`src/pfb_pkg.sv`:
```
`default_nettype none
package pfb_pkg;
    localparam int ADDR_W = 20;
    localparam int DATA_W = 16;
    // Access time of the slowest speed grade, in ns, and the clock period in ns.
    localparam int ACCESS_NS = 120;
    localparam int CLK_NS = 4;
    localparam int ACCESS_CYC = (ACCESS_NS + CLK_NS - 1) / CLK_NS;
    // Recovery after a write or read strobe, in ns.
    localparam int RECOVER_NS = 20;
    localparam int RECOVER_CYC = (RECOVER_NS + CLK_NS - 1) / CLK_NS;
    // Latency of the two-stage pin synchroniser, in cycles.
    localparam int SYNC_CYC = 2;
    localparam int CNT_W = 8;
    // Software register map of the controller, byte addresses.
    localparam logic [3:0] REG_ADDR = 4'h0;
    localparam logic [3:0] REG_WDATA = 4'h4;
    localparam logic [3:0] REG_CTRL = 4'h8;
    localparam logic [3:0] REG_STATUS = 4'hC;
    // Control register bit positions.
    localparam int CTRL_GO = 0;
    localparam int CTRL_WRITE = 1;
    localparam int CTRL_BYTE = 2;
    localparam int CTRL_RESET = 3;
    localparam int CTRL_PROTECT = 4;
    localparam int CTRL_UNPROT = 5;
    localparam logic [31:0] CTRL_RESET_VAL = 32'h0000_0000;
    typedef enum logic [2:0] {
        PFB_IDLE = 3'h0,
        PFB_SETUP = 3'h1,
        PFB_STROBE = 3'h3,
        PFB_RECOVER = 3'h2,
        PFB_RESET = 3'h6
    } pfb_state_e;
endpackage
`default_nettype wire

```
`src/pfb_host.sv`:
```
// Overview of operation
// - Read with select and output low, write high.
// - Write with select and write low, output high.
// - Bypass programming needs two writes, not four.
// - Protect: high voltage, select, write, address bits.
`timescale 1ns/1ns
`default_nettype none
module pfb_host #(
    parameter int ADDR_W = pfb_pkg::ADDR_W,
    parameter int DATA_W = pfb_pkg::DATA_W,
    parameter int ACCESS_CYC = pfb_pkg::ACCESS_CYC,
    parameter int RECOVER_CYC = pfb_pkg::RECOVER_CYC
) (
    // Clock and reset.
    input wire logic clock,
    input wire logic reset,
    // Software register port.
    input wire logic [3:0] reg_addr,
    input wire logic [31:0] reg_wdata,
    input wire logic reg_write,
    input wire logic reg_read,
    output logic [31:0] reg_rdata,
    // Device address and control pins.
    output logic [ADDR_W-1:0] word_addr,
    output logic chip_select_n,
    output logic output_enable_n,
    output logic write_strobe_n,
    output logic width_select_n,
    output logic hw_reset_n,
    output logic high_voltage_level,
    // Device data pins, low fifteen bits.
    input wire logic [DATA_W-2:0] data_io_in,
    output logic [DATA_W-2:0] data_io_out,
    output logic [DATA_W-2:0] data_io_oe,
    // Top data pin, or byte address in byte mode.
    input wire logic top_data_or_byte_addr_in,
    output logic top_data_or_byte_addr_out,
    output logic top_data_or_byte_addr_oe,
    // Device ready indication.
    input wire logic ready_busy_n
);
    typedef struct packed {
        pfb_pkg::pfb_state_e state;
        logic [pfb_pkg::CNT_W-1:0] cnt;
        logic [ADDR_W:0] addr;
        logic [DATA_W-1:0] wdata;
        logic [DATA_W-1:0] rdata;
        logic is_write;
        logic byte_mode;
        logic protect;
        logic unprot;
        logic done;
        logic [31:0] rd_out;
        logic ce_n;
        logic oe_n;
        logic we_n;
        logic rst_n;
        logic hv;
        logic drive;
    } pfb_reg_s;

    pfb_reg_s cur_ff;
    pfb_reg_s nxt_cur;
    logic [DATA_W-1:0] pins_sync;
    logic rb_sync;

    // Every pin input crosses two flip-flops before use.
    pfb_sync #(.WIDTH(DATA_W + 1)) u_sync (
        .clock(clock),
        .reset(reset),
        .async_in({ready_busy_n, top_data_or_byte_addr_in, data_io_in}),
        .sync_out({rb_sync, pins_sync})
    );

    function automatic logic [pfb_pkg::CNT_W-1:0] to_cnt(input int cycles);
        to_cnt = pfb_pkg::CNT_W'(cycles);
    endfunction

    always_comb begin
        nxt_cur = cur_ff;
        nxt_cur.rd_out = 32'h0000_0000;
        if (reg_read) begin
            unique case (reg_addr)
                pfb_pkg::REG_ADDR: nxt_cur.rd_out = 32'(cur_ff.addr);
                pfb_pkg::REG_WDATA: nxt_cur.rd_out = {16'h0000, cur_ff.rdata};
                pfb_pkg::REG_STATUS: nxt_cur.rd_out =
                    {29'h0000_0000, rb_sync, cur_ff.done, cur_ff.state != pfb_pkg::PFB_IDLE};
                default: nxt_cur.rd_out = 32'h0000_0000;
            endcase
        end
        unique case (cur_ff.state)
            pfb_pkg::PFB_IDLE: begin
                nxt_cur.ce_n = 1'b1;
                nxt_cur.oe_n = 1'b1;
                nxt_cur.we_n = 1'b1;
                nxt_cur.hv = 1'b0;
                nxt_cur.drive = 1'b0;
                if (reg_write && reg_addr == pfb_pkg::REG_ADDR) begin
                    nxt_cur.addr = reg_wdata[ADDR_W:0];
                end
                if (reg_write && reg_addr == pfb_pkg::REG_WDATA) begin
                    nxt_cur.wdata = reg_wdata[DATA_W-1:0];
                end
                if (reg_write && reg_addr == pfb_pkg::REG_CTRL) begin
                    nxt_cur.byte_mode = reg_wdata[pfb_pkg::CTRL_BYTE];
                    if (reg_wdata[pfb_pkg::CTRL_RESET]) begin
                        // Pulsing the device reset aborts any running operation.
                        nxt_cur.rst_n = 1'b0;
                        nxt_cur.cnt = to_cnt(ACCESS_CYC);
                        nxt_cur.done = 1'b0;
                        nxt_cur.state = pfb_pkg::PFB_RESET;
                    end else if (reg_wdata[pfb_pkg::CTRL_GO]) begin
                        nxt_cur.is_write = reg_wdata[pfb_pkg::CTRL_WRITE];
                        nxt_cur.protect = reg_wdata[pfb_pkg::CTRL_PROTECT];
                        nxt_cur.unprot = reg_wdata[pfb_pkg::CTRL_UNPROT];
                        if (reg_wdata[pfb_pkg::CTRL_PROTECT]
                                | reg_wdata[pfb_pkg::CTRL_UNPROT]) begin
                            // The sector address settles a cycle before any strobe falls.
                            nxt_cur.addr[2] = 1'b1;
                            nxt_cur.addr[1] = 1'b0;
                            nxt_cur.addr[7] = reg_wdata[pfb_pkg::CTRL_UNPROT];
                        end
                        nxt_cur.done = 1'b0;
                        // Extra cycles cover the pin synchroniser, so data is a full access old.
                        nxt_cur.cnt = to_cnt(ACCESS_CYC + pfb_pkg::SYNC_CYC);
                        nxt_cur.state = pfb_pkg::PFB_SETUP;
                    end
                end
            end
            pfb_pkg::PFB_SETUP: begin
                // Address settles one cycle before the strobes fall.
                nxt_cur.ce_n = 1'b0;
                nxt_cur.hv = cur_ff.protect | cur_ff.unprot;
                if (cur_ff.is_write | cur_ff.protect | cur_ff.unprot) begin
                    nxt_cur.we_n = 1'b0;
                    nxt_cur.oe_n = 1'b1;
                    nxt_cur.drive = 1'b1;
                end else begin
                    nxt_cur.oe_n = 1'b0;
                    nxt_cur.we_n = 1'b1;
                end
                nxt_cur.state = pfb_pkg::PFB_STROBE;
            end
            pfb_pkg::PFB_STROBE: begin
                // Strobes stand a full access time before data is taken.
                if (cur_ff.cnt > to_cnt(1)) begin
                    nxt_cur.cnt = cur_ff.cnt - to_cnt(1);
                end else begin
                    if (!cur_ff.is_write) begin
                        nxt_cur.rdata = cur_ff.byte_mode ?
                            {8'h00, pins_sync[7:0]} : pins_sync;
                    end
                    nxt_cur.we_n = 1'b1;
                    nxt_cur.oe_n = 1'b1;
                    nxt_cur.cnt = to_cnt(RECOVER_CYC);
                    nxt_cur.state = pfb_pkg::PFB_RECOVER;
                end
            end
            pfb_pkg::PFB_RECOVER: begin
                // Select drops only after data hold; the device keeps busy work going.
                if (cur_ff.cnt > to_cnt(1)) begin
                    nxt_cur.cnt = cur_ff.cnt - to_cnt(1);
                end else begin
                    nxt_cur.ce_n = 1'b1;
                    nxt_cur.drive = 1'b0;
                    nxt_cur.hv = 1'b0;
                    nxt_cur.done = 1'b1;
                    nxt_cur.state = pfb_pkg::PFB_IDLE;
                end
            end
            pfb_pkg::PFB_RESET: begin
                if (cur_ff.cnt > to_cnt(1)) begin
                    nxt_cur.cnt = cur_ff.cnt - to_cnt(1);
                end else begin
                    nxt_cur.rst_n = 1'b1;
                    nxt_cur.done = 1'b1;
                    nxt_cur.state = pfb_pkg::PFB_IDLE;
                end
            end
            default: nxt_cur.state = pfb_pkg::PFB_IDLE;
        endcase
    end

    always_ff @(posedge clock or posedge reset) begin
        if (reset) begin
            cur_ff <= '{state: pfb_pkg::PFB_IDLE, ce_n: 1'b1, oe_n: 1'b1, we_n: 1'b1,
                rst_n: 1'b1, default: '0};
        end else begin
            cur_ff <= nxt_cur;
        end
    end

    assign reg_rdata = cur_ff.rd_out;
    assign word_addr = cur_ff.addr[ADDR_W:1];
    assign chip_select_n = cur_ff.ce_n;
    assign output_enable_n = cur_ff.oe_n;
    assign write_strobe_n = cur_ff.we_n;
    assign width_select_n = ~cur_ff.byte_mode;
    assign hw_reset_n = cur_ff.rst_n;
    assign high_voltage_level = cur_ff.hv;
    assign data_io_out = cur_ff.wdata[DATA_W-2:0];
    // In byte mode only the low byte is driven; the top pin carries the byte address.
    assign data_io_oe = cur_ff.byte_mode ? {7'h00, {8{cur_ff.drive}}}
        : {(DATA_W - 1){cur_ff.drive}};
    assign top_data_or_byte_addr_out = cur_ff.byte_mode ? cur_ff.addr[0]
        : cur_ff.wdata[DATA_W-1];
    assign top_data_or_byte_addr_oe = cur_ff.byte_mode | cur_ff.drive;
endmodule
`default_nettype wire

```
`src/pfb_sync.sv`:
```
`timescale 1ns/1ns
`default_nettype none
module pfb_sync #(
    parameter int WIDTH = 1
) (
    // Clock and reset.
    input wire logic clock,
    input wire logic reset,
    // Asynchronous input and its synchronised copy.
    input wire logic [WIDTH-1:0] async_in,
    output logic [WIDTH-1:0] sync_out
);
    logic [WIDTH-1:0] meta_ff;
    always_ff @(posedge clock or posedge reset) begin
        if (reset) begin
            meta_ff <= '0;
            sync_out <= '0;
        end else begin
            meta_ff <= async_in;
            sync_out <= meta_ff;
        end
    end
endmodule
`default_nettype wire
```
`config.mk`:
```
export PLATFORM = sky130hd
export DESIGN_NAME = pfb_host
export DESIGN_NICKNAME = d
export VERILOG_FILES = /design/src/pfb_pkg.sv /design/src/pfb_host.sv /design/src/pfb_sync.sv
export SDC_FILE = /design/constraint.sdc
export NUM_CORES = 1
export LEC_CHECK = 0
export BUFFER_PORTS_ARGS = -buffer_cell sky130_fd_sc_hd__buf_2
export CAP_MARGIN = 30
export CORE_UTILIZATION = 53
export DETAILED_ROUTE_END_ITERATION = 12
export GPL_TIMING_DRIVEN = 0
export PLACE_DENSITY = 0.83
export SYNTH_ARGS = -nofsm -noshare
export SYNTH_HDL_FRONTEND = slang
export SYNTH_HIERARCHICAL = 1
export SYNTH_SLANG_ARGS = --single-unit
```
`constraint.sdc`:
```
create_clock -name clock -period 3.53 [get_ports clock]
set_input_delay 0.706 -clock clock [delete_from_list [all_inputs] [get_ports clock]]
set_output_delay 0.706 -clock clock [all_outputs]
set_load 0.03 [all_outputs]
```
# After elaboration in Yosys (flattened, before gate mapping)
# Cells that the tools add are included.
# totals
regBits	141
latch_bits	0
mem_bits_rw	0
romBits	0
in_bits	57
out_inout_bits	90
elab_cells	109
mem_count	0
# classes
addsub	1
mul	0
div_mod_pow	0
n_lt_le_gt_ge	1
eq_ne	16
shift	0
muxes	38
bitwise_logic	9
n_reduce_logical	24
# op_table
op	count
21-bit case mux with 3 select lines	1
11-bit 2-to-1 mux	3
8-bit 2-to-1 mux	3
8-bit case mux with 3 select lines	1
21-bit 2-to-1 mux	1
4-bit AND reduction	5
16-bit 2-to-1 mux	1
15-bit 2-to-1 mux	1
2-bit 2-to-1 mux	7
2-bit inequality test (second input constant)	7
1-bit 2-to-1 mux	12
2-bit case mux with 3 select lines	2
3-bit case mux with 4 select lines	1
3-bit nonzero test	4
2-bit AND reduction	5
4-bit equality test (second input constant)	2
8-bit by 1-bit greater-than comparator with 1-bit output (second input constant)	1
8-bit by 1-bit subtractor with 8-bit output (second input constant)	1
3-bit by 2-bit equality test with 1-bit output (second input constant)	2
3-bit 2-to-1 mux	2
3-bit AND reduction	2
1-bit OR	5
4-bit by 3-bit equality test with 1-bit output (second input constant)	1
4-bit zero test	1
11 further kinds	18

# Longest topological paths before layout
# Gate-level depths: netlist of run 1.
# depth
word_depth	7
ltp_mapped	10
depth_no_buf	7

# Modules after synthesis
# Netlist of run 1, hierarchy kept.
# by_module_without_submodules
mod	n_inst	cells_each	area_each_um2	seq_area_each_um2
pfb_host	1	443	4787.1	2407.3
pfb_sync	1	35	854.6	850.8

# Least setup slack after synthesis of run 1
# Ideal clock, no wire load.
# synth_path
path_type	register to register
start	register cur_ff[96] (netlist name)
end	register cur_ff[43] (netlist name)
setup_time_ns	0.125
arrival_ns	2.224
required_ns	3.405
setup_slack_ns	1.181
path_stages_with_launch	10
path_buffers	3
cell_sequence	dfrtp_1 inv_1 ha_1 clkbuf_1 nor2_1 nand3b_2 or4_4 buf_6 buf_6 mux2_4
# synth_between
elab_chain_len	3
# synth_lines
element	line_no	source
start: declaration	pfb_host.sv:62	pfb_reg_s cur_ff;
start signal: assignment	pfb_host.sv:186	cur_ff <= '{state: pfb_pkg::PFB_IDLE, ce_n: 1'b1, oe_n: 1'b1, we_n: 1'b1,
start signal: assignment	pfb_host.sv:189	cur_ff <= nxt_cur;
8-bit by 1-bit greater-than comparator with 1-bit output	pfb_host.sv:146	if (cur_ff.cnt > to_cnt(1)) begin
1-bit inverter (no source line)	n/a	
3-bit AND reduction (no source line)	n/a	
# Every way passes these cells.
# A chain may end at the register's enable or synchronous reset.

# Final worst setup path of run 1
# layout_path
start	register cur_ff[96] (netlist name)
end	register cur_ff[44] (netlist name)
# The elaborated chain is that of the path after synthesis.

==> results of run 1 <==
## worst max-delay path: cells and delay by family, from the launching register on
family,cells,cell delay (ns)
buf+inv,4,0.71
simple gates,3,0.96
fa+ha+maj,1,0.14
flops,1,0.45
mux,1,0.30
## final cells by class
cell class,count,area [um2],area share (%)
Clock inverter,15,188,2.64
Inverter,9,36.3,0.510
Sequential cell,130,3260,45.8
Clock buffer,17,414,5.82
Multi-Input combinational cell,248,1680,23.6
Timing Repair Buffer,123,661,9.29
Buffer,101,709,9.97
Tap cell,136,170,2.39
## routing by layer
layer | vias to the layer above | global-route usage (%)
met2 | 182 | 38.2
met4 | 0 | 10.4
met5 | - | 0
li1 | 1857 | -
met1 | 1916 | 28.8
met3 | 24 | 5.86
## state kept, by name, indices dropped and copies added (netlist names)
signal              count
cur_ff                 35
reg_rdata              21
word_addr              20
u_sync/meta_ff         17
u_sync/sync_out        17
data_io_out            15
chip_select_n           1
high_voltage_level      1
hw_reset_n              1
output_enable_n         1
write_strobe_n          1
## power breakdown
group          leakage [nW]  total [W]  switching [W]  internal [W]
Combinational          1.77    0.00127       0.000759      0.000516
Sequential             1.66    0.00189       0.000173       0.00172
Clock                 0.293    0.00177       0.000728       0.00104
## cell usage in the layout, fill, tap and decap left out, types with 3 or more instances in the layout
master     instances
buf_2            124
nor3_1             8
dfstp_2            4
nand2b_1           4
o21ai_0           22
inv_1              7
inv_6              6
nor2_1            34
a22oi_1           13
nand3_1            8
inv_8              3
dfrtp_1          126
mux2_4             4
o22a_1             4
mux2i_1            6
a21oi_1           12
nor4_1             4
nand2_1           32
and3_1             8
conb_1            11
clkbuf_1          11
clkbuf_16         16
a211oi_1           4
mux2_2            41
buf_4             83
## path summary, 6_finish.rpt
kind / endpoint / slack [ns] / depth (start not counted) / from
worst max-delay path: cur_ff[44] / 0.86 / 9 / cur_ff[96]
worst min register to register: u_sync/sync_out[15] / 0.35 / 0 / u_sync/meta_ff[15]
worst min-delay path: cur_ff[53] / 0.25 / 2 / reset
max in group asynchronous: chip_select_n / 2.56 / 3 / reset
worst max register to register: cur_ff[44] / 0.86 / 9 / cur_ff[96]
min in group clock: u_sync/meta_ff[14] / 0.28 / 1 / data_io_in[14]
## per-stage QoR
stage,hold slack (ns),TNS [ns],total power [W]
floorplan,0.331,0,0.00284
global placement,0.333,-63.53,0.00311
detailed placement,0.336,0,0.00317
CTS,0.272,0,0.00495
global route,0.263,0,0.00516
finish,0.255,0,0.00493
## logic make-up after synthesis
logic type      after synthesis  synth area share [%]
mux                          51                  10.3
simple gates                114                  10.2
fa+ha+maj                     2                 0.443
compound gates               70                  8.05
other cells                   1                0.0665
buf+inv                     110                  13.2
flops                       130                  57.8
==> results.py, run 1 <==
metrics = {
    "clock_tree": {
        "cts_tree": "done",
        "htree_levels": 4,
        "path_clk_slew_ns": 0.07,
        "hold_buffers": 0,
        "cts_made_buffers": 17,
        "cts_sinks": 130,
        "clock_latency_ns": 0.53,
        "post_cts_buffers": 0,
        "cts.root.buffer_cell": "clkbuf_8",
        "cts.path.max_buffers": 2,
        "cts_resized": 0,
    },
    "status": {
        "status": "finished clean",
    },
    "logic_synthesis": {
        "synth_edf_count": 0,
        "async_flop_share_pct": 100,
        "synth-seq-cells": 130,
        "synth_common_cells": "dfrtp_1 (126), buf_4 (83), mux2_2 (41)",
        "syn_avg_cell_area_um2": 11.8,
        "post-synth-top-area-cell": "dfrtp_1",
        "syn-cell-area_mm2": 0.00564,
        "synth-main-ff-cell": "dfrtp_1",
        "synth_top_area_share_pct": 55.9,
        "ys_seq_area_share_pct": 57.8,
        "yosysMostFrequentCell": "dfrtp_1",
        "synth.distinct_cells": 50,
        "syn_inst": 478,
        "synth_area_leaders": "dfrtp_1 (56%), buf_4 (11%), mux2_2 (8.2%), nor2_1 (2.3%), nand2_1 (2.1%)",
        "yosysWarnings": 6,
    },
    "timing": {
        "worst_slew_pin_slew_ns": 0.898,
        "max-slew-margin-rel_pct": 39.7,
        "skew_ns": 0.0140,
        "period_needed_ns": 2.67,
        "setup_ws_ns": 0.855,
        "rsz0062_at_grt": "false",
        "finalHoldViolCount": 0,
        "clock.fmax_ghz": 0.374,
        "slew_viol_final": 0,
        "post-route-period-util_pct": 75.8,
        "setup_viol": 0,
    },
    "global_route": {
        "grt.total_usage_pct": 23.1,
        "first_global_vias": 3857,
        "grt_remaining_overflow": 0,
        "grt_max_degree": 53,
        "antenna_found_initial": 0,
        "grt_pass1_wl_um": 19300,
    },
    "die": {
        "ios": 147,
        "rows": 37,
        "initial_core_util_pct": 54.6,
        "core_mm2": 0.0103,
        "die-area_mm2": 0.0111,
        "die_y_um": 105,
        "dieWidth_um": 105,
    },
    "place": {
        "dp_hpwl_um": 8400,
        "io_buffers": 121,
        "placedCellCount": 747,
        "placed_area_mm2": 0.00651,
        "gp_congestion": 0.826,
        "post-place-ws_ns": 0.693,
    },
    "finish": {
        "layout-drive-gt1-share_pct": 46.7,
        "stdcell_count": 779,
        "area_delta_synth_final_pct": 26.1,
        "antenna_cells": 0,
        "nets": 689,
        "n_fill_cell": 732,
        "final_cell_area_mm2": 0.00711,
        "final_util_pct": 68.9,
    },
    "worst_setup_path": {
        "critical_path_arrival_ns": 3.07,
        "cp_slowest_cell": "or4_4",
        "crit_path_max_fanout": 10,
        "path_cells": "inv_1 -> ha_1 -> clkbuf_1 -> nor2_1 -> nand3b_2 -> or4_4 -> buf_6 -> buf_6 -> mux2_4",
        "end_kind": "flop",
        "startpoint_type": "flop",
        "path_class": "flop to flop",
        "slowest_delay_ns": 0.53,
        "crit_required_ns": 3.93,
        "worst_path_most_repeated_cell": "buf_6",
    },
    "pwr": {
        "leakage_nw": 3.72,
        "vdd_drop_max_mv": 0.414,
        "p_per_area_mw_per_mm2": 694,
    },
    "flow_run": {
        "drv_cap": 0,
    },
    "detailed_routing": {
        "drt_first_iter_violations": 268,
        "wl_um": 12200,
        "highest_layer": "met4",
        "vias": 3979,
        "dr_wl_met3_um": 784,
        "drc": 0,
        "drtAntennaViolNets": 0,
        "wl_met1_um": 5070,
        "via_per_inst": 5.11,
        "dr_wl_met2_um": 6060,
        "avgRoutedWirePerCell_um": 15.6,
        "drtPass1Iterations": 6,
    },
    "worst_hold_path": {
        "min_path_type": "input port to async pin",
    },
}
Power figures use the tool's default switching activity.
==> inputs of run 2 (changes only) <==
CORE_UTILIZATION = 48   (was 53)
PLACE_DENSITY = 0.79   (was 0.83)
clock period = 2.3 ns   (was 3.53 ns; I/O delays follow)
==> run 2 against run 1 <==
Effect of this change: critical path type unchanged; critical path depth is the same; utilization shrank 5.5 points; die area grew 10%.
==> results.py, run 2 (same netlist as run 1, synthesis figures left out) <==
metrics = {
    "status": {
        "status": "finished clean",
    },
    "clock_tree": {
        "cts.root.buffer_cell": "clkbuf_16",
        "clock_latency_ns": 0.41,
        "cts_sinks": 130,
        "cts_tree": "done",
        "cts.path.max_buffers": 2,
        "path_clk_slew_ns": 0.06,
        "cts_made_buffers": 17,
        "htree_levels": 4,
    },
    "timing": {
        "skew_ns": 0.00860,
        "max-slew-margin-rel_pct": 52.3,
        "setup_ws_ns": 0.0297,
        "period_needed_ns": 2.27,
        "setup_viol": 0,
        "post-route-period-util_pct": 98.7,
        "worst_slew_pin_slew_ns": 0.716,
        "finalHoldViolCount": 0,
        "slew_viol_final": 0,
        "clock.fmax_ghz": 0.440,
    },
    "detailed_routing": {
        "avgRoutedWirePerCell_um": 15.3,
        "vias": 3938,
        "drc": 0,
        "via_per_inst": 4.97,
        "drtAntennaViolNets": 0,
        "wl_um": 12100,
        "drtPass1Iterations": 6,
        "drt_first_iter_violations": 245,
    },
    "worst_setup_path": {
        "end_kind": "flop",
        "path_class": "flop to flop",
        "r2r_cells": 9,
        "crit_required_ns": 2.60,
        "r2r-end": "cur_ff[46]",
        "path_cells": "inv_1 -> ha_1 -> buf_8 -> nor2_2 -> nand3b_4 -> or4_4 -> buf_6 -> buf_6 -> mux2_4",
        "reg2reg_from": "cur_ff[96]",
        "crit_path_max_fanout": 10,
        "rrSetupSlack_ns": 0.03,
        "crit_family": "simple AND/OR/NAND/NOR gates",
        "crit_buf_inv": 4,
        "critical_path_arrival_ns": 2.57,
        "slowest_delay_ns": 0.53,
        "cp_slowest_cell": "or4_4",
        "startpoint_type": "flop",
        "worst_path_most_repeated_cell": "buf_6",
    },
    "finish": {
        "multiInputGateArea_mm2": 0.00172,
        "area_delta_synth_final_pct": 28.3,
        "final_util_pct": 63.4,
        "stdcell_count": 792,
        "layout-drive-gt1-share_pct": 48.5,
        "n_fill_cell": 866,
        "nets": 695,
        "antenna_cells": 0,
        "largest_register_ffs": 35,
        "layout_commonest_cell": "dfrtp_1",
        "largest_register": "cur_ff",
        "final_cell_mix": "dfrtp_1 (125), buf_2 (124), buf_4 (88)",
        "seq_area_mm2": 0.00326,
    },
    "worst_hold_path": {
        "min_path_type": "input port to async pin",
    },
    "global_route": {
        "grt.total_usage_pct": 20.4,
        "grt_max_degree": 44,
        "grt_remaining_overflow": 0,
        "grt_pass1_wl_um": 19100,
        "first_global_vias": 3707,
        "antenna_found_initial": 0,
    },
    "pwr": {
        "leakage_nw": 3.79,
        "seq_power_share_pct": 37.7,
        "p_per_area_mw_per_mm2": 1060,
        "vdd_drop_max_mv": 0.722,
        "total_power_w": 0.00770,
        "clkPwrFrac_pct": 35.2,
        "pwr-share-comb_pct": 27.1,
        "power_switching_share_pct": 32.9,
        "p_sw_w": 0.00253,
        "p_int_w": 0.00516,
    },
    "die": {
        "die-area_mm2": 0.0122,
        "initial_core_util_pct": 49.4,
        "rows": 39,
        "die_y_um": 110,
        "core_mm2": 0.0114,
        "dieWidth_um": 110,
        "ios": 147,
    },
    "place": {
        "gp_congestion": 0.806,
        "post-place-ws_ns": -0.268,
        "dp_hpwl_um": 8680,
        "placedCellCount": 755,
        "io_buffers": 121,
    },
    "flow_run": {
        "drv_cap": 0,
    },
}
run 2: cell count changes in the layout (fill, tap and decap cells not counted), sizes merged:
cell,previous run,this run
buf,213,220
clkinvlp,1,2
inv,17,15
run 2: routing by layer:
layer / vias up / track usage [%] / wire length, um
met5: - / 0 / 0
met4: 0 / 6.93 / 267
met3: 19 / 4.83 / 564
met2: 136 / 34.0 / 5980
met1: 1912 / 26.2 / 5290
li1: 1871 / - / -
run 2: worst max-delay path by stage:
stage / from / to / cells past startpoint
2_1_floorplan: cur_ff[96] / cur_ff[43] / 9
3_3_place_gp: reg_addr[1] / word_addr[11] / 5
3_5_place_dp: reg_addr[1] / word_addr[1] / 6
4_1_cts: cur_ff[0] / data_io_oe[10] / 3
5_1_grt: cur_ff[96] / cur_ff[45] / 9
6_report: cur_ff[96] / cur_ff[46] / 9
run 2: per-stage QoR:
| stage | TNS (ns) | cell area, um2 | hold WS (ns) |
|---|---|---|---|
| final | 0 | 7240 | 0.0481 |
| after detailed placement | -8.15 | 6540 | 0.335 |
| after floorplan | 0 | 5680 | 0.331 |
| after global placement | -7.51 | 6470 | 0.333 |
| after global routing | -0.0510 | 7240 | 0.0726 |
| after CTS | 0 | 7190 | 0.0467 |
run 2: cell type report:
type	instances	area share, %
inverter	9	0.519
sequential	130	45.0
clock buffer	18	6.07
tap	143	2.47
clock inverter	14	2.30
multi-input combinational	248	23.8
buffer	101	9.97
timing repair buffer	129	9.82
run 2: power groups by stage:
stage | Clock (W) | Combinational, W | Sequential, W
floorplan | 0 | 0.00145 | 0.00291
global placement | 0 | 0.00189 | 0.00291
detailed placement | 0 | 0.00195 | 0.00294
global route | 0.00286 | 0.00226 | 0.00293
finish | 0.00271 | 0.00209 | 0.00290
CTS | 0.00276 | 0.00204 | 0.00289
run 2: timing repair:
item	CTS	global route
setup buffers	3	2
endpoints found under the setup margin	26	34
endpoints found under the hold margin	0	0
gates resized for setup	6	8
hold buffers	0	0
pin swaps	1	0
